[config.mk]
export PLATFORM = sky130hd
export DESIGN_NAME = lsiu_top
export DESIGN_NICKNAME = d
export VERILOG_FILES = /design/src/lsiu_top.v /design/src/lsiu_byte_lane.v /design/src/lsiu_evt_bit.v
export VERILOG_INCLUDE_DIRS = /design/src
export SDC_FILE = /design/constraint.sdc
export NUM_CORES = 1
export LEC_CHECK = 0
export BUFFER_PORTS_ARGS = -buffer_cell sky130_fd_sc_hd__buf_2
export CELL_PAD_IN_SITES_DETAIL_PLACEMENT = 1
export CELL_PAD_IN_SITES_GLOBAL_PLACEMENT = 2
export CORE_MARGIN = 1.5
export CORE_UTILIZATION = 38
export CTS_BUF_LIST = sky130_fd_sc_hd__clkbuf_4 sky130_fd_sc_hd__clkbuf_8 sky130_fd_sc_hd__clkbuf_16
export DETAILED_ROUTE_END_ITERATION = 10
export PLACE_DENSITY = 0.78
export SYNTH_ARGS = -nofsm -noshare
export SYNTH_HDL_FRONTEND = slang
export SYNTH_HIERARCHICAL = 1
export SYNTH_SLANG_ARGS = --single-unit
[constraint.sdc]
create_clock -name ref_clk -period 16.14 [get_ports ref_clk]
set_input_delay 2.421 -clock ref_clk [delete_from_list [all_inputs] [get_ports ref_clk]]
set_output_delay 2.421 -clock ref_clk [all_outputs]
set_load 0.01 [all_outputs]
[src/lsiu_map.vh]
// Constants of the load/store instruction unit: offsets, fields, codes.
// Included by the top, byte lane and test files; holds definitions only.
// What this block does
// - Fetch each instruction as two words: command word, then operand word.
// - Move at most four bytes per instruction.
// - Byte count limited by address bits 1:0 so no word boundary is crossed.
// - Register and external address share the same byte alignment.
// - Address in own register window: run the cycle, then raise illegal interrupt.
// - Space select bits pick memory or I/O commands for the external address.
// - Command word bits 31:29 equal to 111 mark a load/store.
// - Relative bit clear: absolute address; set: base plus signed 24-bit offset.
// - Store with prefetch enabled flushes prefetch unless no-flush bit is set.
// - Direction bit 1 means load, 0 means store.
// - Bits 22:16 select the internal register.
// - First-byte-received register cannot be loaded but may be stored.
// - Byte count comes from bits 2:0 of the command word.
// - All 32 operand bits are the address; the low 24 bits are the base offset.
// - Self-referencing address selects the register named by its low seven bits.
`ifndef LSIU_MAP_VH
`define LSIU_MAP_VH
`define LSIU_OFF_CTRL 8'h00
`define LSIU_OFF_DSP 8'h04
`define LSIU_OFF_DSA 8'h08
`define LSIU_OFF_STATUS 8'h0c
`define LSIU_OFF_MASK 8'h10
`define LSIU_OFF_WIN 8'h14
`define LSIU_OFF_INFO 8'h18
`define LSIU_CTRL_RUN 0
`define LSIU_CTRL_PFEN 1
`define LSIU_CTRL_SOURCE_IO_SPACE_SELECT 2
`define LSIU_CTRL_DESTINATION_IO_SPACE_SELECT 3
`define LSIU_CTRL_W 4
`define LSIU_OP_HI 31
`define LSIU_OP_LO 29
`define LSIU_OP_LDST 3'h7
`define LSIU_REL_BIT 28
`define LSIU_NF_BIT 25
`define LSIU_DIR_BIT 24
`define LSIU_REG_HI 22
`define LSIU_REG_LO 16
`define LSIU_CNT_HI 2
`define LSIU_CNT_LO 0
`define LSIU_OFS_HI 23
`define LSIU_WIN_LSB 7
`define LSIU_EV_DONE 0
`define LSIU_EV_ILL 1
`define LSIU_EV_FOREIGN 2
`define LSIU_EV_W 3
`define LSIU_WORD_BYTES 32'h00000004
`define LSIU_MAX_BYTES 4'h4
`define LSIU_RESP_OKAY 2'h0
`define LSIU_RESP_SLVERR 2'h2
`endif

[src/lsiu_top.v]
// Load/store instruction unit: fetch, decode, one bus transfer, events.
// Bus master handshake: req held until a one-cycle ack; internal register
// file answers a read in the cycle after ireg_rd.
//
// Design decisions made here: the register addresses and register access over AXI4-Lite.
`timescale 1ns/1ps
`include "lsiu_map.vh"
module lsiu_top #(
	parameter ADDR_W = 8,
	parameter [6:0] FBR_ADDR = 7'h08
) (
	input wire ref_clk,
	input wire sys_rst,
	input wire [ADDR_W-1:0] s_axi_awaddr,
	input wire s_axi_awvalid,
	output reg s_axi_awready,
	input wire [31:0] s_axi_wdata,
	input wire [3:0] s_axi_wstrb,
	input wire s_axi_wvalid,
	output reg s_axi_wready,
	output reg [1:0] s_axi_bresp,
	output reg s_axi_bvalid,
	input wire s_axi_bready,
	input wire [ADDR_W-1:0] s_axi_araddr,
	input wire s_axi_arvalid,
	output reg s_axi_arready,
	output reg [31:0] s_axi_rdata,
	output reg [1:0] s_axi_rresp,
	output reg s_axi_rvalid,
	input wire s_axi_rready,
	output reg bm_req_q,
	output reg bm_write_q,
	output reg bm_io_q,
	output reg [31:0] bm_addr_q,
	output reg [3:0] bm_be_q,
	output reg [31:0] bm_wdata_q,
	input wire bm_ack,
	input wire [31:0] bm_rdata,
	output reg [6:0] ireg_addr_q,
	output reg [3:0] ireg_be_q,
	output reg ireg_rd_q,
	output reg ireg_wr_q,
	output reg [31:0] ireg_wdata_q,
	input wire [31:0] ireg_rdata,
	output reg pf_flush_q,
	output reg irq_q
);
	localparam [3:0] S_IDLE = 4'h0;
	localparam [3:0] S_F1 = 4'h1;
	localparam [3:0] S_F2S = 4'h2;
	localparam [3:0] S_F2 = 4'h3;
	localparam [3:0] S_DEC = 4'h4;
	localparam [3:0] S_RCAP = 4'h5;
	localparam [3:0] S_RWT = 4'h6;
	localparam [3:0] S_MEM = 4'h7;
	localparam [3:0] S_END = 4'h8;

	reg [3:0] state_q;
	reg run_q;
	reg [31:0] dsp_q;
	reg [31:0] dsa_q;
	reg [`LSIU_CTRL_W-1:0] ctrl_q;
	reg [`LSIU_EV_W-1:0] mask_q;
	reg [31:0] win_q;
	reg [31:0] cmd_q;
	reg [31:0] opw_q;
	reg [31:0] ea_q;
	reg [3:0] be_q;
	reg load_q;
	reg self_q;
	reg [6:0] sel_q;
	reg [`LSIU_EV_W-1:0] ev_q;
	reg aw_h_q;
	reg w_h_q;
	reg [ADDR_W-1:0] aw_a_q;
	reg [31:0] w_d_q;
	reg [3:0] w_s_q;

	wire [`LSIU_EV_W-1:0] sts;
	wire [`LSIU_EV_W-1:0] pend;
	wire ar_hs;
	wire do_wr;
	wire sts_clr;
	wire wr_ctrl;
	wire wr_dsp;
	wire [31:0] ea;
	wire [1:0] reg_align;
	wire [3:0] be;
	wire cnt_ok;
	wire is_ldst;
	wire is_load;
	wire io_sel;
	wire self_ref;
	wire fbr_load;
	reg [31:0] rd_mux;
	reg rd_hit;

	function [31:0] merge;
		input [31:0] old;
		input [31:0] nw;
		input [3:0] strb;
		integer i;
		begin
			merge = old;
			for (i = 0; i < 4; i = i + 1)
				if (strb[i])
					merge[i*8 +: 8] = nw[i*8 +: 8];
		end
	endfunction

	// Decode of the fetched pair
	assign is_ldst = (cmd_q[`LSIU_OP_HI:`LSIU_OP_LO] == `LSIU_OP_LDST);
	assign is_load = cmd_q[`LSIU_DIR_BIT];
	assign reg_align = cmd_q[`LSIU_REG_LO+1:`LSIU_REG_LO];
	// Relative form sign-extends the low 24 operand bits onto the base
	assign ea = cmd_q[`LSIU_REL_BIT] ?
		dsa_q + {{8{opw_q[`LSIU_OFS_HI]}}, opw_q[`LSIU_OFS_HI:0]} : opw_q;
	// Load reads its source, store writes its destination
	assign io_sel = is_load ? ctrl_q[`LSIU_CTRL_SOURCE_IO_SPACE_SELECT] : ctrl_q[`LSIU_CTRL_DESTINATION_IO_SPACE_SELECT];
	assign self_ref = (ea[31:`LSIU_WIN_LSB] == win_q[31:`LSIU_WIN_LSB]);
	assign fbr_load = is_load && (cmd_q[`LSIU_REG_HI:`LSIU_REG_LO] == FBR_ADDR);

	lsiu_byte_lane u_lane (
		.align(ea[1:0]),
		.cnt(cmd_q[`LSIU_CNT_HI:`LSIU_CNT_LO]),
		.be(be),
		.ok(cnt_ok)
	);

	genvar g;
	generate
		for (g = 0; g < `LSIU_EV_W; g = g + 1)
		begin : g_ev
			lsiu_evt_bit u_ev (
				.ref_clk(ref_clk),
				.sys_rst(sys_rst),
				.set(ev_q[g]),
				.clr(sts_clr),
				.mask(mask_q[g]),
				.sts(sts[g]),
				.pend(pend[g])
			);
		end
	endgenerate

	// Register bus: write and read channels
	assign ar_hs = s_axi_arvalid && s_axi_arready;
	assign do_wr = aw_h_q && w_h_q && !s_axi_bvalid;
	assign sts_clr = ar_hs && (s_axi_araddr == `LSIU_OFF_STATUS);
	assign wr_ctrl = do_wr && (aw_a_q == `LSIU_OFF_CTRL);
	assign wr_dsp = do_wr && (aw_a_q == `LSIU_OFF_DSP) && !run_q;

	always @*
	begin
		rd_hit = 1'b1;
		case (s_axi_araddr)
			`LSIU_OFF_CTRL: rd_mux = {28'h0, ctrl_q[`LSIU_CTRL_W-1:1], run_q};
			`LSIU_OFF_DSP: rd_mux = dsp_q;
			`LSIU_OFF_DSA: rd_mux = dsa_q;
			`LSIU_OFF_STATUS: rd_mux = {29'h0, sts};
			`LSIU_OFF_MASK: rd_mux = {29'h0, mask_q};
			`LSIU_OFF_WIN: rd_mux = win_q;
			`LSIU_OFF_INFO: rd_mux = {17'h0, sel_q, 4'h0, state_q};
			default:
			begin
				rd_mux = 32'h0;
				rd_hit = 1'b0;
			end
		endcase
	end

	always @(posedge ref_clk or posedge sys_rst)
	begin
		if (sys_rst)
		begin
			s_axi_awready <= 1'b1;
			s_axi_wready <= 1'b1;
			s_axi_bvalid <= 1'b0;
			s_axi_bresp <= `LSIU_RESP_OKAY;
			s_axi_arready <= 1'b1;
			s_axi_rvalid <= 1'b0;
			s_axi_rdata <= 32'h0;
			s_axi_rresp <= `LSIU_RESP_OKAY;
			aw_h_q <= 1'b0;
			w_h_q <= 1'b0;
			aw_a_q <= {ADDR_W{1'b0}};
			w_d_q <= 32'h0;
			w_s_q <= 4'h0;
			ctrl_q <= {`LSIU_CTRL_W{1'b0}};
			dsa_q <= 32'h0;
			mask_q <= {`LSIU_EV_W{1'b0}};
			win_q <= 32'h0;
		end
		else
		begin
			if (s_axi_awvalid && s_axi_awready)
			begin
				aw_h_q <= 1'b1;
				aw_a_q <= s_axi_awaddr;
				s_axi_awready <= 1'b0;
			end
			if (s_axi_wvalid && s_axi_wready)
			begin
				w_h_q <= 1'b1;
				w_d_q <= s_axi_wdata;
				w_s_q <= s_axi_wstrb;
				s_axi_wready <= 1'b0;
			end
			if (do_wr)
			begin
				aw_h_q <= 1'b0;
				w_h_q <= 1'b0;
				s_axi_bvalid <= 1'b1;
				s_axi_bresp <= `LSIU_RESP_OKAY;
				case (aw_a_q)
					`LSIU_OFF_CTRL:
						if (w_s_q[0])
							ctrl_q <= w_d_q[`LSIU_CTRL_W-1:0];
					`LSIU_OFF_DSP: ;
					`LSIU_OFF_DSA: dsa_q <= merge(dsa_q, w_d_q, w_s_q);
					`LSIU_OFF_STATUS: ;
					`LSIU_OFF_MASK:
						if (w_s_q[0])
							mask_q <= w_d_q[`LSIU_EV_W-1:0];
					`LSIU_OFF_WIN: win_q <= merge(win_q, w_d_q, w_s_q);
					`LSIU_OFF_INFO: ;
					default: s_axi_bresp <= `LSIU_RESP_SLVERR;
				endcase
			end
			if (s_axi_bvalid && s_axi_bready)
			begin
				s_axi_bvalid <= 1'b0;
				s_axi_awready <= 1'b1;
				s_axi_wready <= 1'b1;
			end
			if (ar_hs)
			begin
				s_axi_arready <= 1'b0;
				s_axi_rvalid <= 1'b1;
				s_axi_rdata <= rd_mux;
				s_axi_rresp <= rd_hit ? `LSIU_RESP_OKAY : `LSIU_RESP_SLVERR;
			end
			if (s_axi_rvalid && s_axi_rready)
			begin
				s_axi_rvalid <= 1'b0;
				s_axi_arready <= 1'b1;
			end
		end
	end

	// Instruction engine
	always @(posedge ref_clk or posedge sys_rst)
	begin
		if (sys_rst)
		begin
			state_q <= S_IDLE;
			run_q <= 1'b0;
			dsp_q <= 32'h0;
			cmd_q <= 32'h0;
			opw_q <= 32'h0;
			ea_q <= 32'h0;
			be_q <= 4'h0;
			load_q <= 1'b0;
			self_q <= 1'b0;
			sel_q <= 7'h0;
			ev_q <= {`LSIU_EV_W{1'b0}};
			bm_req_q <= 1'b0;
			bm_write_q <= 1'b0;
			bm_io_q <= 1'b0;
			bm_addr_q <= 32'h0;
			bm_be_q <= 4'h0;
			bm_wdata_q <= 32'h0;
			ireg_addr_q <= 7'h0;
			ireg_be_q <= 4'h0;
			ireg_rd_q <= 1'b0;
			ireg_wr_q <= 1'b0;
			ireg_wdata_q <= 32'h0;
			pf_flush_q <= 1'b0;
			irq_q <= 1'b0;
		end
		else
		begin
			ev_q <= {`LSIU_EV_W{1'b0}};
			pf_flush_q <= 1'b0;
			irq_q <= |pend;
			// A stop takes effect between instructions only
			if (wr_ctrl && w_s_q[0])
				run_q <= w_d_q[`LSIU_CTRL_RUN];
			if (wr_dsp)
				dsp_q <= merge(dsp_q, w_d_q, w_s_q);
			case (state_q)
				S_IDLE:
					if (run_q)
					begin
						bm_req_q <= 1'b1;
						bm_write_q <= 1'b0;
						bm_io_q <= 1'b0;
						bm_addr_q <= dsp_q;
						bm_be_q <= 4'hf;
						state_q <= S_F1;
					end
				S_F1:
					if (bm_ack)
					begin
						bm_req_q <= 1'b0;
						cmd_q <= bm_rdata;
						dsp_q <= dsp_q + `LSIU_WORD_BYTES;
						state_q <= S_F2S;
					end
				S_F2S:
				begin
					bm_req_q <= 1'b1;
					bm_addr_q <= dsp_q;
					state_q <= S_F2;
				end
				S_F2:
					if (bm_ack)
					begin
						bm_req_q <= 1'b0;
						opw_q <= bm_rdata;
						dsp_q <= dsp_q + `LSIU_WORD_BYTES;
						state_q <= S_DEC;
					end
				S_DEC:
				begin
					ea_q <= ea;
					be_q <= be;
					load_q <= is_load;
					self_q <= self_ref;
					ireg_addr_q <= cmd_q[`LSIU_REG_HI:`LSIU_REG_LO];
					if (!is_ldst)
					begin
						// Other instruction classes belong to other units
						ev_q[`LSIU_EV_FOREIGN] <= 1'b1;
						run_q <= 1'b0;
						state_q <= S_IDLE;
					end
					else if (!cnt_ok || (reg_align != ea[1:0]) || fbr_load)
					begin
						ev_q[`LSIU_EV_ILL] <= 1'b1;
						run_q <= 1'b0;
						state_q <= S_IDLE;
					end
					else if (is_load)
					begin
						bm_req_q <= 1'b1;
						bm_write_q <= 1'b0;
						bm_io_q <= io_sel;
						bm_addr_q <= ea;
						bm_be_q <= be;
						state_q <= S_MEM;
					end
					else
					begin
						ireg_rd_q <= 1'b1;
						if (ctrl_q[`LSIU_CTRL_PFEN] && !cmd_q[`LSIU_NF_BIT])
							pf_flush_q <= 1'b1;
						state_q <= S_RCAP;
					end
				end
				S_RCAP:
				begin
					ireg_rd_q <= 1'b0;
					state_q <= S_RWT;
				end
				S_RWT:
				begin
					bm_wdata_q <= ireg_rdata;
					bm_req_q <= 1'b1;
					bm_write_q <= 1'b1;
					bm_io_q <= io_sel;
					bm_addr_q <= ea_q;
					bm_be_q <= be_q;
					state_q <= S_MEM;
				end
				S_MEM:
					if (bm_ack)
					begin
						bm_req_q <= 1'b0;
						bm_write_q <= 1'b0;
						// Data from a self-referencing read is junk; keep the register
						if (load_q && !self_q)
						begin
							ireg_wr_q <= 1'b1;
							ireg_be_q <= be_q;
							ireg_wdata_q <= bm_rdata;
						end
						state_q <= S_END;
					end
				S_END:
				begin
					ireg_wr_q <= 1'b0;
					if (self_q)
					begin
						sel_q <= ea_q[`LSIU_WIN_LSB-1:0];
						ev_q[`LSIU_EV_ILL] <= 1'b1;
						run_q <= 1'b0;
					end
					else
						ev_q[`LSIU_EV_DONE] <= 1'b1;
					state_q <= S_IDLE;
				end
				default: state_q <= S_IDLE;
			endcase
		end
	end
endmodule // lsiu_top

[src/lsiu_byte_lane.v]
// Byte lane and count check for one load/store transfer.
// Pure combinational; the caller registers the results.
`timescale 1ns/1ps
`include "lsiu_map.vh"
module lsiu_byte_lane (
	input wire [1:0] align,
	input wire [2:0] cnt,
	output wire [3:0] be,
	output wire ok
);
	wire [3:0] sum;
	reg [3:0] m;
	assign sum = {2'b00, align} + {1'b0, cnt};
	// Zero bytes or a lane run past byte 3 is refused
	assign ok = (cnt != 3'h0) && (sum <= `LSIU_MAX_BYTES);
	always @*
	begin
		case (cnt)
			3'h1: m = 4'h1;
			3'h2: m = 4'h3;
			3'h3: m = 4'h7;
			3'h4: m = 4'hf;
			default: m = 4'h0;
		endcase
	end
	assign be = m << align;
endmodule // lsiu_byte_lane

[src/lsiu_evt_bit.v]
// One sticky event bit with its mask.
// Set and clear are one-cycle pulses in the ref_clk domain.
`timescale 1ns/1ps
module lsiu_evt_bit (
	input wire ref_clk,
	input wire sys_rst,
	input wire set,
	input wire clr,
	input wire mask,
	output wire sts,
	output wire pend
);
	reg sts_q;
	// Set wins over a clear in the same cycle so no event is lost
	always @(posedge ref_clk or posedge sys_rst)
	begin
		if (sys_rst)
			sts_q <= 1'b0;
		else if (set)
			sts_q <= 1'b1;
		else if (clr)
			sts_q <= 1'b0;
	end
	assign sts = sts_q;
	assign pend = sts_q & mask;
endmodule // lsiu_evt_bit

==> impl_results.md, run 1 <==
* Initial DRC count at 1214
* Clk_skew at 34.17 ps
* Synthesized-area fraction occupied by adder cells at 2.255%
* Number of H-tree levels at 2
* Clock period minus worst slack at 4910 ps
* Global-route wire length before repair at 110100 µm
* Total CTS buffers at 49
* Filler cells at 5892
* Setup TNS Final at 0 ps
* Crit end category: register
* Register area share after synthesis at 49.60%
* Mapped cell area at 0.02064 mm²
* Die extent in x at 236.1 µm
* Die area at 0.05573 mm²
* Most common cell after layout, fill and taps aside: dfrtp_1
* R2R Setup Slk at 11230 ps
* Most frequent cells in the layout: 405 x dfrtp_1, 280 x buf_2, 235 x mux2_2
* R2R Path End: bm_io_q
* Port Buffers at 280
* Highest clock rate at 203.7 MHz
* Post-synthesis mux area share at 14.27%
* Avg Vias per Cell at 5.696
* Residual DRC at 0
* Share of layout cells above drive strength 1 at 29.99%
* Core area at 0.05371 mm²
* VDD IR max at 0.09614 mV
* Vias in the first global route at 17430
* GRT overflow at 0
* Least-Margin Pin Slew at 1037 ps
* Max Cap Viol at 0
* Die H at 236.1 µm
* Pleak at 0.01135 µW
* Final Hold Viols at 0
* I/O Pins at 283
* GPL Wtd Cong at 0.9044
* Detail Placement HPWL at 54010 µm
* Ys async rst share at 100.0%
* Final slew viol count at 0
* Row count at 85
* Synth top area cells: dfrtp_1 49%, mux2_2 13%, nand2_1 3.6%, nor2_1 2.9%, a21oi_1 2.7%
* CTS Hold Bufs at 0
* Final period utilization at 30.42%
* Worst Setup EP: bm_io_q
* Synth area leader: dfrtp_1
* Layout Area Growth over Synthesis at 17.98%
* Simple-gate share of the synthesized area at 12.35%
* Compound-gate portion of the synthesized area at 15.10%
* Worst EP arrival at 5350 ps
* Worst hold slack at 424.1 ps
* Min-delay worst type: register to register
* Nets at 2352
* Final WL at 71940 µm
* Synth Area in XOR/XNOR at 3.255%
* Clock Pin Slew Worst Setup and Hold Paths at 60 ps
* Clk_lat worst skew at 620 ps
* CTS tree: done
* Initial Util at 38.43%
* Critical path class: register to register
* Path depth of the worst reg2reg path at 17
* Number of synthesized flops with an enable pin at 0
* GRT Overall Usage at 25.79%
* # clock sinks at 409
* Number of distinct library cells after synthesis at 90
* Largest family of logic cells by synthesized area: compound AO/OA/AOI/OAI gates
* Relative slew slack at 30.63%
* RR Startpoint: dsa_q[0]
* Unrepaired setup endpoints after global routing: false
* Outcome: completed
* Synth warn at 6
* WL/cell at 24.57 µm
* Setup Viol. Count Final at 0
* Cell Pwr Density at 181.5 mW/mm²
* Post-synthesis cell count at 1956
* Syn avg cell area at 10.55 µm²
* Post-CTS Setup Inserts at 0
* Worst setup SP type: register
* Clock root buffer: clkbuf_16
* Top FF cell, synth: dfrtp_1
* Longest Clk Path Bufs at 3
* Initial antenna violation count at 1
* Largest net degree at the start of global routing at 128
* CP required at 16580 ps
* Post-route ant nets at 0
* CP Launch Point: dsa_q[0]
* FF+latch count, synth at 409
* Drt pass-1 iters at 9
* Synth top area share at 49.22%
* Vias at 16680
* PostCTS Resize Cnt at 0
* Worst-path maximum fanout at 65
==> area by class of cell <==
cell class	instances	area [µm²]	share of cell area, %
Tap cell	696	870.8	3.576
Antenna cell	1	2.502	0.01027
Clock buffer	80	1572	6.453
Timing Repair Buffer	305	1589	6.525
Inverter	37	146.4	0.6011
Sequential cell	409	10240	42.04
Clock inverter	10	143.9	0.5908
Multi-Input combinational cell	1390	9791	40.20
==> synth_stat cells (all sizes together) (12+ instances only) <==
cell	n
a221oi	15
nand2	196
o21a	12
a222oi	25
dfrtp	406
a31oi	24
a22oi	12
inv	36
mux2i	30
and3	28
nor2	159
a21o	42
a211oi	27
a21oi	111
xnor2	46
nor3	27
nor4	12
o21ai	104
ha	34
mux2	235
nand3	40
buf	34
nand4	33
clkbuf	87
xor2	28
==> metrics by stage <==
step | total power (µW) | worst slack (ps) | cells | util [%] | area [µm²]
after global routing | 4677 | 10900 | 2927 | 45.34 | 24350
after global placement | 3237 | 11410 | 2837 | 42.15 | 22640
final | 4421 | 11230 | 2928 | 45.35 | 24350
after CTS | 4463 | 11200 | 2927 | 45.34 | 24350
after floorplan | 2670 | 2429 | 1957 | - | 20650
after detailed placement | 3288 | 11230 | 2837 | 42.15 | 22640
==> where the power goes <==
group | internal, µW | leakage, µW | switching [µW]
combinational | 657 | 0.00538 | 911
clock | 698 | 0.000864 | 456
sequential | 1340 | 0.00511 | 362
==> cell families (layout without fill, tap and decap cells) <==
group,Yosys count,count (layout)
xor+xnor,75,75
flops,409,409
mux,265,265
buf+inv,158,432
compound gates,458,458
simple gates,554,554
other cells,1,3
fa+ha+maj,36,36
==> worst max-delay path, cell delays in order (launching register included) <==
cell and delay [ps]:
dfrtp_1 400, ha_1 240, fa_1 490, mux2i_1 150, inv_1 310, inv_1 110
fa_1 440, xnor2_1 150, a221oi_2 240, nand2_1 70, nor2_1 130, and4_1 380
nand3_1 120, a21oi_1 220, and2_2 180, buf_4 520, nor2b_1 420, o32ai_1 170
==> worst min-delay path by stage <==
| stage | slack [ps] | endpoint | start | cells after the start |
|---|---|---|---|---|
| finish | 420 | g_ev[1].u_ev/sts | ev_q[1] | 1 |
| detailed placement | 420 | g_ev[1].u_ev/sts | ev_q[1] | 1 |
| global placement | 430 | g_ev[1].u_ev/sts | ev_q[1] | 1 |
| global route | 450 | g_ev[1].u_ev/sts | ev_q[1] | 1 |
| CTS | 420 | g_ev[1].u_ev/sts | ev_q[1] | 1 |
| floorplan | 400 | g_ev[0].u_ev/sts | ev_q[0] | 1 |
==> layer usage <==
metal	part of all wire (%)	GRT usage, %	up-vias
li1	-	-	7599
met1	43	33.15	8594
met2	51	45.21	403
met3	4.1	3.195	83
met4	2.6	7.898	0
met5	0	0	-
==> flip-flops by register name, indices dropped and copies added (netlist names), 16 cells and up <==
signal and count:
bm_addr_q 32, bm_wdata_q 32, cmd_q 16, dsa_q 32
dsp_q 32, ea_q 32, ireg_wdata_q 32, opw_q 32
s_axi_rdata 32, w_d_q 32, win_q 32
Power figures use the tool's default switching activity.
==> inputs of run 2 (changes only) <==
- clock period: 16.14 -> 4.7 ns (I/O delays scaled with it)
==> impl_results.md, run 2 (synthesized netlist as in run 1, its figures left out) <==
* Pleak at 0.01138 µW
* VDD IR max at 0.3178 mV
* Least-Margin Pin Slew at 1046 ps
* Crit end category: register
* Share of layout cells above drive strength 1 at 30.05%
* Most frequent cells in the layout: 405 x dfrtp_1, 280 x buf_2, 235 x mux2_2
* CTS tree: done
* Critical path's largest stage delay at 550 ps
* Die area at 0.05573 mm²
* Critical-path cell list: ha_1 -> fa_1 -> mux2i_1 -> inv_1 -> inv_1 -> fa_1 -> nand2b_1 -> a221oi_2 -> nand2_1 -> nor2_1 -> and4_1 -> nand3_1 -> a21oi_1 -> and2_2 -> buf_12 -> o221ai_1 -> o21a_1
* Max Cap Viol at 0
* GRT Overall Usage at 26.48%
* Path depth of the worst reg2reg path at 17
* Post-route ant nets at 0
* Clk_skew at 25.05 ps
* Global-route wire length before repair at 112700 µm
* Setup Viol. Count Final at 0
* Vias at 16910
* Min-delay worst type: input pin to register
* Number of H-tree levels at 2
* Worst hold slack at 277.7 ps
* Unrepaired setup endpoints after global routing: false
* Total CTS buffers at 47
* Initial Util at 38.43%
* Avg Vias per Cell at 5.768
* Clk_lat worst skew at 600 ps
* Final WS setup at 383.2 ps
* Worst setup SP type: register
* PostCTS Resize Cnt at 0
* Initial DRC count at 1030
* ANT cells at 0
* Core area at 0.05371 mm²
* Worst-path maximum fanout at 64
* Relative slew slack at 30.28%
* # clock sinks at 409
* R2R Path End: bm_addr_q[25]
* Clock Pin Slew Worst Setup and Hold Paths at 60 ps
* Port Buffers at 280
* Die H at 236.1 µm
* Filler cells at 5911
* CP max-delay cell: fa_1
* Longest Clk Path Bufs at 3
* Multi-input gate area at 0.009802 mm²
* Clock root buffer: clkbuf_16
* Seq. cell area at 0.01024 mm²
* CP required at 5170 ps
* Post-CTS Setup Inserts at 0
* R2R Setup Slk at 380 ps
* Final slew viol count at 0
* Hold endpoint: s_axi_wready
* Layout Area Growth over Synthesis at 18.41%
* Worst EP arrival at 4780 ps
* Residual DRC at 0
* Final period utilization at 91.85%
* CTS Hold Bufs at 1
* RR Startpoint: dsa_q[0]
* Critical path class: register to register
* Clock period minus worst slack at 4317 ps
* Largest net degree at the start of global routing at 135
* Row count at 85
* Initial antenna violation count at 1
* Final WL at 73690 µm
* Drt pass-1 iters at 6
* Highest clock rate at 231.7 MHz
* Hold Crit Start: s_axi_wvalid
* GRT overflow at 0
* Hold Path Depth at 2
* Vias in the first global route at 17650
* Nets at 2359
* Outcome: completed
* Final Hold Viols at 0
* GPL Wtd Cong at 0.8992
* WL/cell at 25.13 µm
* Die extent in x at 236.1 µm
* Most common cell after layout, fill and taps aside: dfrtp_1
* Detail Placement HPWL at 55390 µm
* Dpl ws at 469.0 ps
* Cell Pwr Density at 626.3 mW/mm²
* I/O Pins at 283
run 2: area by class of cell:
class	instances	share of cell area [%]
Clock buffer	64	5.610
Clock inverter	22	1.254
Inverter	37	0.5836
Multi-Input combinational cell	1390	40.10
Sequential cell	409	41.89
Tap cell	696	3.563
Timing Repair Buffer	314	6.993
run 2: where the power goes:
group / internal [µW] / switching (µW) / leakage, µW
Combinational: 2310 / 3230 / 0.00543
Sequential: 4590 / 1220 / 0.00511
Clock: 2390 / 1570 / 0.000841
Total: 9290 / 6020 / 0.0114
run 2: metrics by stage:
| step | instance area (µm²) | utilization (%) | cells | TNS (ps) | power (µW) |
|---|---|---|---|---|---|
| 3_3_place_gp | 22750 | 42.37 | 2845 | 0 | 11240 |
| 6_report | 24440 | 45.51 | 2932 | 0 | 15310 |
| 2_1_floorplan | 20650 | - | 1957 | -593310 | 9169 |
| 5_1_grt | 24440 | 45.51 | 2932 | 0 | 16210 |
| 4_1_cts | 24440 | 45.51 | 2932 | 0 | 15450 |
| 3_5_place_dp | 22750 | 42.37 | 2845 | 0 | 11410 |
run 2: worst max-delay path: cells and delay by family (launching register included):
| family | cells | cell delay [ps] |
|---|---|---|
| AO/OA/AOI/OAI | 4 | 790 |
| AND/OR/NAND/NOR | 6 | 840 |
| flip-flops | 1 | 400 |
| multiplexers | 1 | 120 |
| buffers and inverters | 3 | 660 |
| adder cells (fa/ha/maj) | 3 | 1310 |
run 2: routing by layer:
layer,track usage [%],share of wire (%),vias to the layer above
met5,0,0,-
met1,33.57,42,8756
met4,8.778,3.3,0
li1,-,-,7616
met3,4.026,4.2,93
met2,46.08,50,447
run 2: worst max path at each step:
stage	to	slack (ps)	cells after the start	start
6_report	bm_addr_q[25]	380	17	dsa_q[0]
5_1_grt	bm_addr_q[25]	130	17	dsa_q[0]
4_1_cts	bm_addr_q[25]	420	17	dsa_q[0]
3_5_place_dp	bm_addr_q[25]	470	17	dsa_q[0]
3_3_place_gp	bm_addr_q[22]	620	17	dsa_q[0]
2_1_floorplan	aw_a_q[0]	-1470	1	sys_rst
